--- config.mk ---
export PLATFORM = sky130hd
export DESIGN_NAME = emc_ctrl
export DESIGN_NICKNAME = d
export VERILOG_FILES = /design/src/emc_pkg.sv /design/src/emc_ctrl.sv /design/src/emc_int_src.sv
export SDC_FILE = /design/constraint.sdc
export NUM_CORES = 1
export LEC_CHECK = 0
export ABC_CLOCK_PERIOD_IN_PS = 3200
export BUFFER_PORTS_ARGS = -buffer_cell sky130_fd_sc_hd__buf_4
export CAP_MARGIN = 20
export CORE_MARGIN = 1
export CORE_UTILIZATION = 42
export DETAILED_ROUTE_END_ITERATION = 8
export PLACE_DENSITY_LB_ADDON = 0.1
export SLEW_MARGIN = 20
export SYNTH_ARGS = -nofsm -noshare
export SYNTH_HDL_FRONTEND = slang
export SYNTH_SLANG_ARGS = --single-unit
--- constraint.sdc ---
create_clock -name clk -period 3.2 [get_ports clk]
set_clock_uncertainty 0.15 [all_clocks]
set_input_delay 0.48 -clock clk [delete_from_list [all_inputs] [get_ports clk]]
set_output_delay 0.48 -clock clk [all_outputs]
set_load 0.02 [all_outputs]
--- src/emc_pkg.sv ---
package emc_pkg;
    // interrupt source bit positions
    localparam int INT_RX_WAIT = 0;
    localparam int INT_TX_FAULT = 1;
    localparam int INT_TX_DONE = 2;
    localparam int INT_RX_OVF = 3;
    localparam int INT_RX_FAULT = 4;
    localparam int INT_MGMT = 5;
    localparam int INT_LINE = 6;
    localparam int NUM_INT = 7;
    localparam logic [6:0] INT_RESET = 7'h00;
    localparam logic [6:0] INT_EN_RESET = 7'h00;
    // configuration word field positions
    localparam int CFG_PAD = 0;
    localparam int CFG_FCS = 1;
    localparam int CFG_DPLX = 2;
    localparam int CFG_GROUP = 3;
    localparam int CFG_ALL = 4;
    localparam int CFG_BADFCS = 5;
    localparam int CFG_TS = 6;
    localparam int CFG_W = 7;
    localparam logic [6:0] CFG_RESET = 7'h00;
    localparam int PKT_CNT_W = 8;
    localparam logic [7:0] PKT_CNT_MAX = 8'hff;
    typedef enum logic [1:0] {EMC_OFF, EMC_FLUSH, EMC_ON} emc_state_t;
endpackage : emc_pkg
--- src/emc_ctrl.sv ---
`timescale 1ns/100ps
// Summary of operation
// - tx options: duplex, auto fcs, padding
// - promiscuous accepts every frame except bad fcs frames when reject is set
// - multicast accepts group plus own frames
// - bad fcs frames rejected when set
// - timestamp routes tx/rx status to timer
// - configuration reads back programmed values
// - disable stops tx, rx, flushes fifo
// - enable starts tx, rx, empties fifo
// - clear mask deasserts selected latched sources, not rx waiting
// - per-source enables gate interrupt line
// - line chip interrupt raises source
// - management completion raises source
// - rx length, fcs, phy error source
// - rx overflow raises source
// - tx done raises source
// - tx retry or length fault source
// - rx waiting while frames queued
// - raw and masked status readable
// - packet count up on fcs, down read
module emc_ctrl
    import emc_pkg::*;
(
    input wire logic clk,
    input wire logic rst_n,
    input wire logic cfg_we,
    input wire logic [CFG_W-1:0] cfg_wdata,
    output logic [CFG_W-1:0] cfg_rdata,
    output logic full_duplex_tx_en,
    output logic auto_fcs_append_en,
    output logic short_frame_pad_en,
    output logic accept_all_frames_en,
    output logic accept_group_frames_en,
    output logic reject_bad_fcs_frames,
    output logic timestamp_capture_route_en,
    input wire logic enable_req,
    input wire logic disable_req,
    output logic tx_on,
    output logic rx_on,
    output logic rx_fifo_flush,
    input wire logic rx_dest_own,
    input wire logic rx_dest_group,
    input wire logic rx_frame_end,
    input wire logic rx_fcs_ok,
    input wire logic rx_len_bad,
    input wire logic rx_phy_err,
    input wire logic rx_too_big,
    output logic rx_frame_keep,
    input wire logic rx_frame_read_done,
    output logic [PKT_CNT_W-1:0] rx_pkt_count,
    input wire logic line_chip_irq,
    input wire logic mgmt_done,
    input wire logic tx_sent_ok,
    input wire logic tx_retry_fail,
    input wire logic tx_len_bad,
    input wire logic [NUM_INT-1:0] int_en_set,
    input wire logic [NUM_INT-1:0] int_en_clr,
    input wire logic [NUM_INT-1:0] int_clear,
    output logic [NUM_INT-1:0] int_en,
    output logic [NUM_INT-1:0] int_raw,
    output logic [NUM_INT-1:0] int_masked,
    output logic irq,
    output logic [1:0] timer_capture_input
);
    logic [CFG_W-1:0] cfg;
    emc_state_t state;
    logic [NUM_INT-1:0] ev_set;
    logic [NUM_INT-1:0] lat;
    logic [NUM_INT-1:0] next_raw;
    logic [NUM_INT-1:0] next_en;
    logic keep;
    logic pkt_up;
    logic pkt_dn;

    always_ff @(posedge clk)
    begin
        if (!rst_n)
            cfg <= CFG_RESET;
        else if (cfg_we)
            cfg <= cfg_wdata;
    end

    always_ff @(posedge clk)
    begin
        if (!rst_n)
            cfg_rdata <= CFG_RESET;
        else
            cfg_rdata <= cfg_we ? cfg_wdata : cfg;
    end

    // drive option outputs from the next value so they follow cfg
    always_ff @(posedge clk)
    begin
        if (!rst_n)
        begin
            short_frame_pad_en <= 1'b0;
            auto_fcs_append_en <= 1'b0;
            full_duplex_tx_en <= 1'b0;
            accept_group_frames_en <= 1'b0;
            accept_all_frames_en <= 1'b0;
            reject_bad_fcs_frames <= 1'b0;
            timestamp_capture_route_en <= 1'b0;
        end
        else if (cfg_we)
        begin
            short_frame_pad_en <= cfg_wdata[CFG_PAD];
            auto_fcs_append_en <= cfg_wdata[CFG_FCS];
            full_duplex_tx_en <= cfg_wdata[CFG_DPLX];
            accept_group_frames_en <= cfg_wdata[CFG_GROUP];
            accept_all_frames_en <= cfg_wdata[CFG_ALL];
            reject_bad_fcs_frames <= cfg_wdata[CFG_BADFCS];
            timestamp_capture_route_en <= cfg_wdata[CFG_TS];
        end
    end

    // enable/disable sequencing; flush lasts one cycle on each transition
    always_ff @(posedge clk)
    begin
        if (!rst_n)
            state <= EMC_OFF;
        else
        begin
            unique case (state)
                EMC_OFF:
                    if (enable_req)
                        state <= EMC_FLUSH;
                EMC_FLUSH:
                    state <= EMC_ON;
                EMC_ON:
                    if (disable_req)
                        state <= EMC_OFF;
                default:
                    state <= EMC_OFF;
            endcase
        end
    end

    always_ff @(posedge clk)
    begin
        if (!rst_n)
        begin
            tx_on <= 1'b0;
            rx_on <= 1'b0;
            rx_fifo_flush <= 1'b0;
        end
        else
        begin
            tx_on <= (state == EMC_FLUSH) || (state == EMC_ON && !disable_req);
            rx_on <= (state == EMC_FLUSH) || (state == EMC_ON && !disable_req);
            rx_fifo_flush <= (state == EMC_OFF && enable_req)
                || (state == EMC_ON && disable_req);
        end
    end

    always_comb
    begin
        keep = accept_all_frames_en || rx_dest_own
            || (accept_group_frames_en && rx_dest_group);
        if (reject_bad_fcs_frames && !rx_fcs_ok)
            keep = 1'b0;
    end

    always_ff @(posedge clk)
    begin
        if (!rst_n)
            rx_frame_keep <= 1'b0;
        else
            rx_frame_keep <= rx_on && rx_frame_end && keep;
    end

    // packet counter; saturates so a runaway source cannot wrap
    assign pkt_up = rx_on && rx_frame_end && rx_fcs_ok && keep && !rx_too_big;
    assign pkt_dn = rx_frame_read_done && rx_pkt_count != '0;
    always_ff @(posedge clk)
    begin
        if (!rst_n || rx_fifo_flush)
            rx_pkt_count <= '0;
        else if (pkt_up && !pkt_dn && rx_pkt_count != PKT_CNT_MAX)
            rx_pkt_count <= rx_pkt_count + 1'b1;
        else if (pkt_dn && !pkt_up)
            rx_pkt_count <= rx_pkt_count - 1'b1;
    end

    // interrupt event sources
    always_comb
    begin
        ev_set = '0;
        ev_set[INT_LINE] = line_chip_irq;
        ev_set[INT_MGMT] = mgmt_done;
        ev_set[INT_RX_FAULT] = rx_frame_end && (rx_len_bad || !rx_fcs_ok || rx_phy_err);
        ev_set[INT_RX_OVF] = rx_frame_end && rx_too_big;
        ev_set[INT_TX_DONE] = tx_sent_ok;
        ev_set[INT_TX_FAULT] = tx_retry_fail || tx_len_bad;
    end

    genvar g;
    generate
        for (g = 1; g < NUM_INT; g++)
        begin : g_src
            emc_int_src u_src (
                .clk(clk),
                .rst_n(rst_n),
                .set(ev_set[g]),
                .clr(int_clear[g]),
                .flag(lat[g])
            );
        end
    endgenerate
    assign lat[INT_RX_WAIT] = 1'b0;

    always_comb
    begin
        next_raw = lat;
        next_raw[INT_RX_WAIT] = (rx_pkt_count != '0);
    end

    assign next_en = (int_en | int_en_set) & ~int_en_clr;
    always_ff @(posedge clk)
    begin
        if (!rst_n)
            int_en <= INT_EN_RESET;
        else
            int_en <= next_en;
    end

    always_ff @(posedge clk)
    begin
        if (!rst_n)
        begin
            int_raw <= INT_RESET;
            int_masked <= INT_RESET;
            irq <= 1'b0;
        end
        else
        begin
            int_raw <= next_raw;
            // new enables, so the masked view never lags int_en by a cycle
            int_masked <= next_raw & next_en;
            irq <= |(next_raw & next_en);
        end
    end

    // timer capture route: bit0 tx done, bit1 rx waiting
    always_ff @(posedge clk)
    begin
        if (!rst_n)
            timer_capture_input <= 2'h0;
        else if (timestamp_capture_route_en)
            timer_capture_input <= {next_raw[INT_RX_WAIT], next_raw[INT_TX_DONE]};
        else
            timer_capture_input <= 2'h0;
    end

    chk_irq_masked: assert property (@(posedge clk) disable iff (!rst_n)
        irq |-> (|(int_raw & int_en))) else $error("irq without enabled source");
    chk_masked_view: assert property (@(posedge clk) disable iff (!rst_n)
        int_masked == (int_raw & int_en)) else $error("masked status wrong");
    chk_disable_flush: assert property (@(posedge clk) disable iff (!rst_n)
        (state == EMC_ON && disable_req) |=> rx_fifo_flush && !tx_on && !rx_on)
        else $error("disable not honoured");
    chk_enable_on: assert property (@(posedge clk) disable iff (!rst_n)
        (state == EMC_OFF && enable_req) |=> rx_fifo_flush ##1 (tx_on && rx_on))
        else $error("enable not honoured");
    chk_rx_wait: assert property (@(posedge clk) disable iff (!rst_n)
        ##1 int_raw[INT_RX_WAIT] == ($past(rx_pkt_count) != '0))
        else $error("rx waiting wrong");
    chk_clear_works: assert property (@(posedge clk) disable iff (!rst_n)
        (int_clear[INT_TX_DONE] && !ev_set[INT_TX_DONE]) |=> ##1 !int_raw[INT_TX_DONE])
        else $error("clear ignored");
    chk_latch_hold: assert property (@(posedge clk) disable iff (!rst_n)
        (int_raw[INT_MGMT] && !int_clear[INT_MGMT] && !$past(int_clear[INT_MGMT]))
            |=> int_raw[INT_MGMT])
        else $error("source dropped");
    chk_bad_fcs_drop: assert property (@(posedge clk) disable iff (!rst_n)
        (reject_bad_fcs_frames && rx_frame_end && !rx_fcs_ok) |=> !rx_frame_keep)
        else $error("bad fcs delivered");
    chk_ts_route: assert property (@(posedge clk) disable iff (!rst_n)
        !timestamp_capture_route_en |=> timer_capture_input == 2'h0)
        else $error("route leak");
    chk_cfg_read: assert property (@(posedge clk) disable iff (!rst_n)
        cfg_we |=> cfg_rdata == $past(cfg_wdata)) else $error("readback wrong");

    cov_irq: cover property (@(posedge clk) irq);
    cov_enable: cover property (@(posedge clk) state == EMC_FLUSH);
    cov_pkt: cover property (@(posedge clk) rx_pkt_count == 8'h02);
    cov_clear: cover property (@(posedge clk) int_clear[INT_TX_DONE] && int_raw[INT_TX_DONE]);
endmodule : emc_ctrl

--- src/emc_int_src.sv ---
`timescale 1ns/100ps
// one latched interrupt source: set wins over clear
module emc_int_src
    import emc_pkg::*;
(
    input wire logic clk,
    input wire logic rst_n,
    input wire logic set,
    input wire logic clr,
    output logic flag
);
    always_ff @(posedge clk)
    begin
        if (!rst_n)
            flag <= 1'b0;
        else if (set)
            flag <= 1'b1;
        else if (clr)
            flag <= 1'b0;
    end

    chk_set_wins: assert property (@(posedge clk) disable iff (!rst_n)
        set |=> flag) else $error("set lost");
endmodule : emc_int_src

# --- Word-level counts from Yosys, hierarchy flattened ---
# Index checks and enable logic that the tools add are counted.
word_totals:
  latchBits: 0
  regBits: 57
  mem_bits_ro: 0
  memories: 0
  mem_bits_rw: 0
  wordCells: 95
  in_bits: 46
op_classes:
  mux: 18
  addsub: 2
  n_lt_le_gt_ge: 0
  n_bitwise: 4
  n_div: 0
  reduce_logical: 42
  mul: 0
  shifts: 0
  n_eq_ne: 5
op_table:
  columns: ["cell", "n"]
  rows:
  - ["1-bit logical AND", 16]
  - ["8-bit 2-to-1 mux", 2]
  - ["7-bit bitwise AND", 2]
  - ["2-bit nonzero test", 7]
  - ["1-bit 2-to-1 mux", 13]
  - ["8-bit by 1-bit adder with 8-bit output, second input constant", 1]
  - ["1-bit logical OR", 8]
  - ["8-bit != test, second input constant", 1]
  - ["8-bit nonzero test", 1]
  - ["8-bit by 1-bit subtractor with 8-bit output, second input constant", 1]
  - ["7-bit inverter", 1]
  - ["7-bit OR", 1]
  - ["7-bit OR reduction", 1]
  - ["1-bit zero test", 6]
  - ["2-bit one-hot mux with 3 select lines", 1]
  - ["2-bit 2-to-1 mux", 2]
  - ["2-bit != test, second input constant", 2]
  - ["2-bit AND reduction", 2]
  - ["2-bit by 1-bit == test with 1-bit output, second input constant", 1]
  - ["2-bit == test, second input constant", 1]
  - ["2-bit zero test", 1]

# --- Logic depth before layout (Yosys ltp) ---
# Gate-level depths: netlist (run 1).
depth:
  word_depth: 9
  depth_mapped: 10

# --- Hierarchy ---
# Synthesis (run 1) repeated with hierarchy kept, for this count alone.
unflattened:
  cells_unflattened: 227
  hier_area_um2: 2212.1
by_module_without_submodules:
  columns: ["module", "area_per_inst_um2", "cells_per_inst", "seq_area_each_um2", "n_inst"]
  rows:
  - ["emc_ctrl", 1964.4, 209, 880.8, 1]
  - ["emc_int_src", 41.3, 3, 20.0, 6]

# --- Worst setup path after synthesis (run 1) ---
# Ideal clock, no wire load.
synth_timing:
  path_kind: "register -> register"
  startpoint: "register rx_pkt_count[0]"
  endpoint: "register rx_pkt_count[7]"
  path_stages_with_launch: 11
  path_slack_ns: 0.175
  required_ns: 2.927
  path_buffers: 0
  arrival_ns: 2.752
  path_cell_list: "dfxtp_1 -> nor4_2 -> nand2_2 -> a211oi_4 -> inv_4 -> ha_1 -> a211oi_1 -> o211ai_1 -> a21oi_1 -> mux2i_1 -> mux2_1"
synth_via:
  elab_chain_len: 6
  word_cells_on_any_way: 12
synth_rtl:
  columns: ["element", "line_no", "rtl"]
  rows:
  - ["start: declaration", "emc_ctrl.sv:51", "output logic [PKT_CNT_W-1:0] rx_pkt_count,"]
  - ["start signal: assignment", "emc_ctrl.sv:180", "rx_pkt_count <= rx_pkt_count + 1'b1;"]
  - ["start signal: assignment", "emc_ctrl.sv:182", "rx_pkt_count <= rx_pkt_count - 1'b1;"]
  - ["parallel branches: the longest is 6 deep, another holds 8-bit by 1-bit subtractor with 8-bit output", null, null]
# Parallel ways; which one is timed is not known. The select of a mux whose other input is x is not followed.
# A chain may end at the register's enable or synchronous reset.

# --- Worst setup path in the final report (run 1) ---
layout_timing:
  startpoint: "register rx_pkt_count[5]"
  endpoint: "register rx_pkt_count[7]"
# The elaborated chain is that of the path after synthesis.

==> impl_summary.md, run 1 <==
Floorplanning
For this configuration, the core starts out at a cell density of around 44%. The die covers 0.00535 sq mm. The floorplan has 25 rows. In this run the vertical extent of the chip is between 70 and 80 um.

The floorplan step set the die width to about 73 um. The floorplan step defined a core boundary enclosing 0.00479 sq mm. The number of placed I/O pins is between 90 and 100.

STA
At the pin with the least slew margin, the transition time is 393 ps. The final setup TNS is 0 ps. Setup repair after global routing left no endpoint under its margin. The final count of pins violating max slew came to 0. The final-report hold violation count was 0.

The setup violation total in the final timing report is 0. The worst path uses just over 90% of the clock period. The final critical delay including setup and external delays is 2970 ps.

Measured against its own limit, the worst slew margin works out to 73.8%. Timing would allow up to around 340 MHz.

Global route
The initial antenna violation count is 0. Entering global routing, the biggest net connects 36 pins. Global routing finished with a remaining overflow of 0. The first-pass GRT wire length is 6820 um. The via count of the first global-routing pass was between 1500 and 2000. Global routing used roughly 17% of the available tracks.

Final layout
The number of antenna cells inserted is 0. The share of the core filled with cells in the final layout is 62.2%. The finished layout holds about 380 standard cells, fillers aside. From synthesis to final layout, the design area changed by 40.1%. The layout cell share with drive strength beyond 1 is approximately 38%. After the last flow step, the layout net total stands at ~360.

Worst setup path
The largest fanout of any net on the critical path is 16. The endpoint identified for the worst register-to-register timing path is rx_pkt_count[7]. Walking the worst path, the cells encountered are nor4_4 -> nand2_2 -> a211oi_4 -> inv_4 -> ha_1 -> o211ai_1 -> o211ai_1 -> a21oi_1 -> mux2i_1 -> mux2_1. The logic depth of the worst register-to-register path is 10. The cell with the most instances on the worst path is o211ai_1.

The worst setup path is launched from a flop. Data arrives at the worst endpoint at 3010 ps. For this design, the slowest cell found on the critical path is dfxtp_1. The startpoint of the worst register-to-register path is rx_pkt_count[5].

In this design, the stage delay of the slowest critical-path cell is 380 ps. The worst setup path is captured at a flop. The worst setup path is of the reg -> reg kind. In this run the register-to-register setup slack is 230 ps.

The critical path required time is 3240 ps.

Logic synthesis
The total nets after synthesis is 273. In the synthesized netlist the async set-or-reset flop fraction comes to 0%. The dominant register cell in the synthesized netlist is dfxtp_1. The mapped cell area is 0.00213 sq mm. Counting every instance in the synthesized netlist gives between 200 and 250.

During synthesis, Yosys emitted a total of 0 warnings. Summing the sequential cell areas from Yosys gives between 40% and 50% of the chip area. After synthesis the netlist holds a flip-flop and latch count of 50. Yosys mapped the design onto 43 distinct sky130hd cell types. The synthesized area per cell is 9.71 sq um. The number of enable flip-flop cells after synthesis is 0.

Clock tree
Clock-pin slew was measured on the worst setup and hold paths at 80 ps. The CTS tree is built. For the worst-skew pair, the clock arrives at the later sink with an insertion delay of 290 ps. TritonCTS created 5 clock buffers.

The total of hold buffers inserted after clock tree synthesis is 0. The post-CTS setup buffer count is 0. The sink count of the clock tree is 50. The number of levels the H-tree was split into is 2. The longest clock path from root to sink contains 2 buffers. The cell sitting at the root of the clock tree is a clkbuf_8.

Routing
The number of detailed-routing iterations run before antenna repair is 6. The via count normalized by instance count is between 4 and 5. The overall via count from detail_route is 1808. The iteration-0 DRC count of the detailed router is 27. The detail-routed net length per standard cell is 11.8 um. The number of DRC violations after detailed routing is 0. The detail route stage leaves a number of antenna-violating nets equal to 0. The detailed-route wire length is roughly 4500 um.

Placed design
Counting tap cells, the placed design contains a total of 370 instances. The final weighted congestion of routability-driven global placement is 0.756. Input and output buffers added on the ports amount to 94. Once detailed placement completed, the half-perimeter wirelength came to 3340 um.

Power
The worst-case IR drop observed on VDD is 0.345 mV. The power consumption is 2.16 mW. The power density over cell area is 725 mW/mm^2. The reported leakage power is 1.37 nW.

Worst hold path
For hold timing, the worst endpoint is int_en[5]. The cell depth of the worst min-delay path is 2. The worst hold path belongs to the class in -> reg.

The source of the worst hold timing path is int_en_clr[5].

Outcome
The flow ran to the end, and the final reports show no timing, DRC or antenna violations.

Flow run
The total of max-cap violations is 0.
worst max-delay path by stage:
stage	slack (ps)	cells after the start	endpoint	startpoint
after detailed placement	120	11	rx_pkt_count[7]	rx_fcs_ok
after global placement	150	11	rx_pkt_count[7]	rx_too_big
after floorplan	170	10	rx_pkt_count[7]	rx_pkt_count[0]
final	230	10	rx_pkt_count[7]	rx_pkt_count[5]
after global routing	10	10	rx_pkt_count[7]	rx_pkt_count[5]
after CTS	160	10	rx_pkt_count[7]	rx_pkt_count[5]
synthesized netlist by cell type, types with 5 or more instances:
cell	instances	area share [%]
mux2i_1	10	4.7
buf_4	8	2.8
clkbuf_1	5	0.88
nor3_1	6	1.4
dfxtp_1	50	47
a21oi_1	12	2.8
nor2b_1	16	4.7
and2_1	16	4.7
o21ai_0	6	1.4
nor2_1	20	3.5
ha_1	7	4.1
nand3_1	8	1.9
nand2_1	5	0.88
layer usage:
layer | global-route usage [%] | up-vias | wire length, um
li1 | - | 926 | -
met4 | 5.88 | 0 | 42
met3 | 4.42 | 4 | 268
met5 | 0 | - | 0
met1 | 22.2 | 819 | 2100
met2 | 26.1 | 59 | 2060
report_power, final:
part,leakage [nW],internal [mW],switching [mW]
Sequential,0.411,0.702,0.0726
Clock,0.0514,0.233,0.193
Combinational,0.908,0.456,0.504
Total,1.37,1.39,0.769
cell usage in the layout, fill, tap and decap left out, types with 4 or more instances in the layout:
cell	count
a21oi_1	12
and2_1	16
buf_4	98
clkbuf_8	5
dfxtp_1	50
ha_1	7
inv_1	4
mux2i_1	10
nand2_1	5
nand2b_1	4
nand3_1	8
nor2_1	20
nor2b_1	16
nor3_1	6
o21ai_0	6
area by class of cell:
| type | instances | area [sq um] |
|---|---|---|
| inverter | 5 | 21.3 |
| fill | 426 | 1810 |
| sequential | 50 | 1000 |
| clock buffer | 6 | 72.6 |
| tap | 67 | 83.8 |
| timing repair buffer | 98 | 736 |
| clock inverter | 2 | 37.5 |
| multi-input combinational | 150 | 1030 |
sequential cells by signal (all words and copies together), names as in the netlist, 2 cells and up:
name / count
cfg_rdata: 7
g_src.u_src.flag: 6
int_en: 7
int_masked: 7
int_raw: 7
rx_pkt_count: 8
state: 2
timer_capture_input: 2
logic make-up after synthesis:
kind of cell / after synthesis / synth area share [%]
compound gates: 36 / 11.7
xor+xnor: 4 / 1.65
fa+ha+maj: 8 / 5.06
buf+inv: 19 / 4.89
flops: 50 / 47.1
mux: 11 / 5.24
simple gates: 91 / 24.4
worst max-delay path: cells and delay by family (launching register included):
kind,cells,cell delay [ps]
buffers and inverters,1,140
adders and majority gates,1,360
AOI/OAI and AO/OA,4,840
muxes,2,550
DFF,1,380
and+or+nand+nor,2,460
stage by stage:
stage | instance area [sq um] | worst slack (ps) | hold WS, ps
floorplan | 2130 | 175 | 286
global placement | 2860 | 150 | 314
detailed placement | 2860 | 118 | 318
CTS | 2970 | 162 | 183
global route | 2980 | 14.1 | 182
finish | 2980 | 227 | 191
repair_timing:
action                                  CTS  global route
hold endpoints to repair                  0             0
endpoints found under the setup margin    0             1
resized for setup                         0             1
Power figures use the tool's default switching activity.
==> run 2: changes to the inputs <==
--- a/config.mk
+++ b/config.mk
@@ -5,13 +5,14 @@
 export SDC_FILE = /design/constraint.sdc
 export NUM_CORES = 1
 export LEC_CHECK = 0
-export ABC_CLOCK_PERIOD_IN_PS = 3200
+export ABC_CLOCK_PERIOD_IN_PS = 3600
 export BUFFER_PORTS_ARGS = -buffer_cell sky130_fd_sc_hd__buf_4
 export CAP_MARGIN = 20
 export CORE_MARGIN = 1
-export CORE_UTILIZATION = 42
+export CORE_UTILIZATION = 43
+export CTS_CLUSTER_SIZE = 12
 export DETAILED_ROUTE_END_ITERATION = 8
-export PLACE_DENSITY_LB_ADDON = 0.1
+export PLACE_DENSITY = 0.8
 export SLEW_MARGIN = 20
 export SYNTH_ARGS = -nofsm -noshare
 export SYNTH_HDL_FRONTEND = slang
==> constraint.sdc (replaced) <==
create_clock -name clk -period 3.6 [get_ports clk]
set_clock_uncertainty 0.15 [all_clocks]
set_input_delay 0.54 -clock clk [delete_from_list [all_inputs] [get_ports clk]]
set_output_delay 0.54 -clock clk [all_outputs]
set_load 0.02 [all_outputs]
==> impl_summary.md, run 2 (synthesized netlist as in run 1, its figures left out) <==
Final layout
The post-route cell area came to 0.00294 sq mm (was 0.00298 sq mm). The area growth from synthesis to final layout is 38.1% (was 40.1%). The flip-flop count of the largest register, all copies and words added is 8 (unchanged). The layout cell share with drive strength beyond 1 is 37.0% (was 37.6%).

The net total in the final layout was 361 (was 364). The fill cell instance count of the final layout is 433 (was 426). The most common cell after layout, fill and taps aside is buf_4 (unchanged). Commonest non-fill, non-tap cells in the layout: buf_4 (95), dfxtp_1 (50), nor2_1 (20) (was buf_4 (98), dfxtp_1 (50), nor2_1 (20)). The share of the core filled with cells in the final layout is 61.7% (was 62.2%).

The register name with the most flops is rx_pkt_count (unchanged). The non-filler instance count after layout was 375 (was 378). The number of antenna cells inserted is 0 (unchanged).

STA
The final critical delay including setup and external delays is 3100 ps (was 2970 ps). The final period utilization is 86.1% (was 92.9%). The final-report hold violation count is 0 (unchanged).

The maximum frequency from static timing analysis is 323 MHz (was 336 MHz). The setup violation total in the final timing report is 0 (unchanged). Unrepaired setup endpoints after global routing: no (unchanged). The worst path setup slack after routing is 500 ps (was 227 ps). The worst slew margin relative to its limit came to 75.1% (was 73.8%). The worst-margin pin slew came to 373 ps (was 393 ps).

The final setup TNS was 0 ps (unchanged). The final count of pins violating max slew is 0 (unchanged). The worst hold slack after final layout is 247 ps (was 191 ps).

Worst setup path
The critical path capture point type is a flop (unchanged). The largest fanout of any net on the critical path was 16 (unchanged). The start-to-end type of the worst setup path is reg -> reg (unchanged).

The cell with the biggest individual delay on the critical path is dfxtp_1 (unchanged). The slack of the worst reg-to-reg path is 500 ps (was 230 ps). The critical path launch point type is a flop (unchanged). The critical path required time came to 3640 ps (was 3240 ps). Cell chain of the critical path: nor4_2 -> nand2_2 -> a211oi_4 -> inv_4 -> ha_1 -> a211oi_1 -> o211ai_1 -> a21oi_1 -> mux2i_1 -> mux2_1 (was nor4_4 -> nand2_2 -> a211oi_4 -> inv_4 -> ha_1 -> o211ai_1 -> o211ai_1 -> a21oi_1 -> mux2i_1 -> mux2_1). The delay of the slowest critical-path stage is 410 ps (was 380 ps). The data arrival time of the critical path is 3140 ps (was 3010 ps).

Power
The internal power component is 1.16 mW (was 1.39 mW). The reported leakage power is 1.35 nW (was 1.37 nW). The power share of the sequential group is 38.4% (was 35.9%). The power share of the combinational group is 43.6% (was 44.4%). The power consumption is 1.85 mW (was 2.16 mW).

The switching fraction of total power is 37.2% (was 35.6%). The power density over cell area was 629 mW/mm^2 (was 725 mW/mm^2). The net switching power is 0.686 mW (was 0.769 mW).

The share of total power in the clock network is 18.0% (was 19.7%). The maximum ir drop on the vdd rail is 0.324 mV (was 0.345 mV).

Global route
The via count of the first global-routing pass came to 1642 (was 1566). The residual overflow from global routing is 0 (unchanged). The met2 capacity usage during global routing was 29.2% (was 26.1%).

The met3 usage in global routing came to 5.42% (was 4.42%). The most used routing layer is met2 (unchanged). The global-route usage over all layers is 19.1% (was 16.7%). The largest net degree at the start of global routing is 36 (unchanged). The global-route track usage on met1 came to 25.1% (was 22.2%). The first-pass GRT wire length was 7580 um (was 6820 um). The initial antenna violation count was 0 (unchanged).

Routing
The number of DRC violations after detailed routing is 0 (unchanged). The detailed-route wire length is 4660 um (was 4470 um). The via count normalized by instance count came to 4.83 (was 4.78). The number of detailed-routing iterations run before antenna repair was 4 (was 6).

The iteration-0 DRC count of the detailed router is 134 (was 27). The overall via count from detail_route came to 1811 (was 1808). The detail-routed net length per standard cell is 12.4 um (was 11.8 um). The antenna violation net count after detailed routing is 0 (unchanged).

Clock tree
The post-CTS setup buffer count is 0 (unchanged). The CTS buffer count is 5 (unchanged). The insertion delay of the later-clocked pin in the worst-skew pair is 300 ps (was 290 ps). The post-CTS resize count is 0 (unchanged).

The total of hold buffers inserted after clock tree synthesis is 0 (unchanged). The CTS tree is built (unchanged). The library cell used as clock root buffer was clkbuf_8 (unchanged).

The clock transition at the registers of the reported paths was 90 ps (was 80 ps). The sink count of the clock tree is 50 (unchanged). The number of levels the H-tree was split into was 2 (unchanged). The maximum buffer depth of the clock tree came to 2 (unchanged).

Placed design
The setup slack after placement is 455 ps (was 118 ps). The cell total after placement was 367 (was 370). The number of buffer cells added on primary ports is 94 (unchanged).

The placed wire-length estimate after detailed placement came to 3500 um (was 3340 um). The final weighted congestion of routability-driven global placement was 0.807 (was 0.756). The placed cell area came to 0.00284 sq mm (was 0.00286 sq mm).

Floorplanning
The die width is 72.3 um (was 73.1 um). The die boundary height came to 72.3 um (was 73.1 um). The initial core utilization is 44.7% (was 44.4%). The overall die area was 0.00523 sq mm (was 0.00535 sq mm). The core box area was 0.00475 sq mm (was 0.00479 sq mm). The number of placement rows is 25 (unchanged). The number of placed I/O pins is 96 (unchanged).

Worst hold path
The class of the worst hold path is in -> reg (unchanged).

Flow run
The total of max-cap violations is 0 (unchanged).

Outcome
Result of the run: finished clean (unchanged).
## run 2: cell types whose count changed in the layout (fill, tap and decap cells not counted), sizes merged
cell	before	now
buf	98	95
clkinv	0	1
bufinv	1	0
## run 2: final cells by class
| class | count | area (sq um) | share of cell area, % |
|---|---|---|---|
| Inverter | 5 | 21.3 | 0.725 |
| Timing Repair Buffer | 95 | 713 | 24.3 |
| Sequential cell | 50 | 1000 | 34.1 |
| Tap cell | 67 | 83.8 | 2.86 |
| Clock inverter | 2 | 12.5 | 0.426 |
| Multi-Input combinational cell | 150 | 1020 | 34.8 |
| Clock buffer | 6 | 82.6 | 2.81 |
## run 2: worst max-delay path: cells and delay by family (launching register included)
family	cells	cell delay (ps)
fa+ha+maj	1	310
buf+inv	1	140
flops	1	410
simple gates	2	500
mux	2	550
compound gates	4	930
## run 2: power groups by stage
stage | Combinational (mW) | Sequential (mW) | Clock [mW]
final | 0.805 | 0.709 | 0.333
after global routing | 0.899 | 0.724 | 0.374
after CTS | 0.806 | 0.709 | 0.341
after detailed placement | 0.803 | 0.722 | 0
after global placement | 0.784 | 0.722 | 0
after floorplan | 0.501 | 0.786 | 0
## run 2: final timing paths
path / endpoint / from / cells past startpoint
max reg2reg: rx_pkt_count[7] / rx_pkt_count[0] / 10
min reg2reg: int_raw[5] / g_src[5].u_src.flag / 1
max: rx_pkt_count[7] / rx_pkt_count[0] / 10
min: int_en[5] / int_en_clr[5] / 2
## run 2: metal layers
| metal | routed length, um | up-vias |
|---|---|---|
| met4 | 112 | 0 |
| met2 | 2200 | 67 |
| li1 | - | 915 |
| met1 | 2050 | 818 |
| met5 | 0 | - |
| met3 | 300 | 11 |
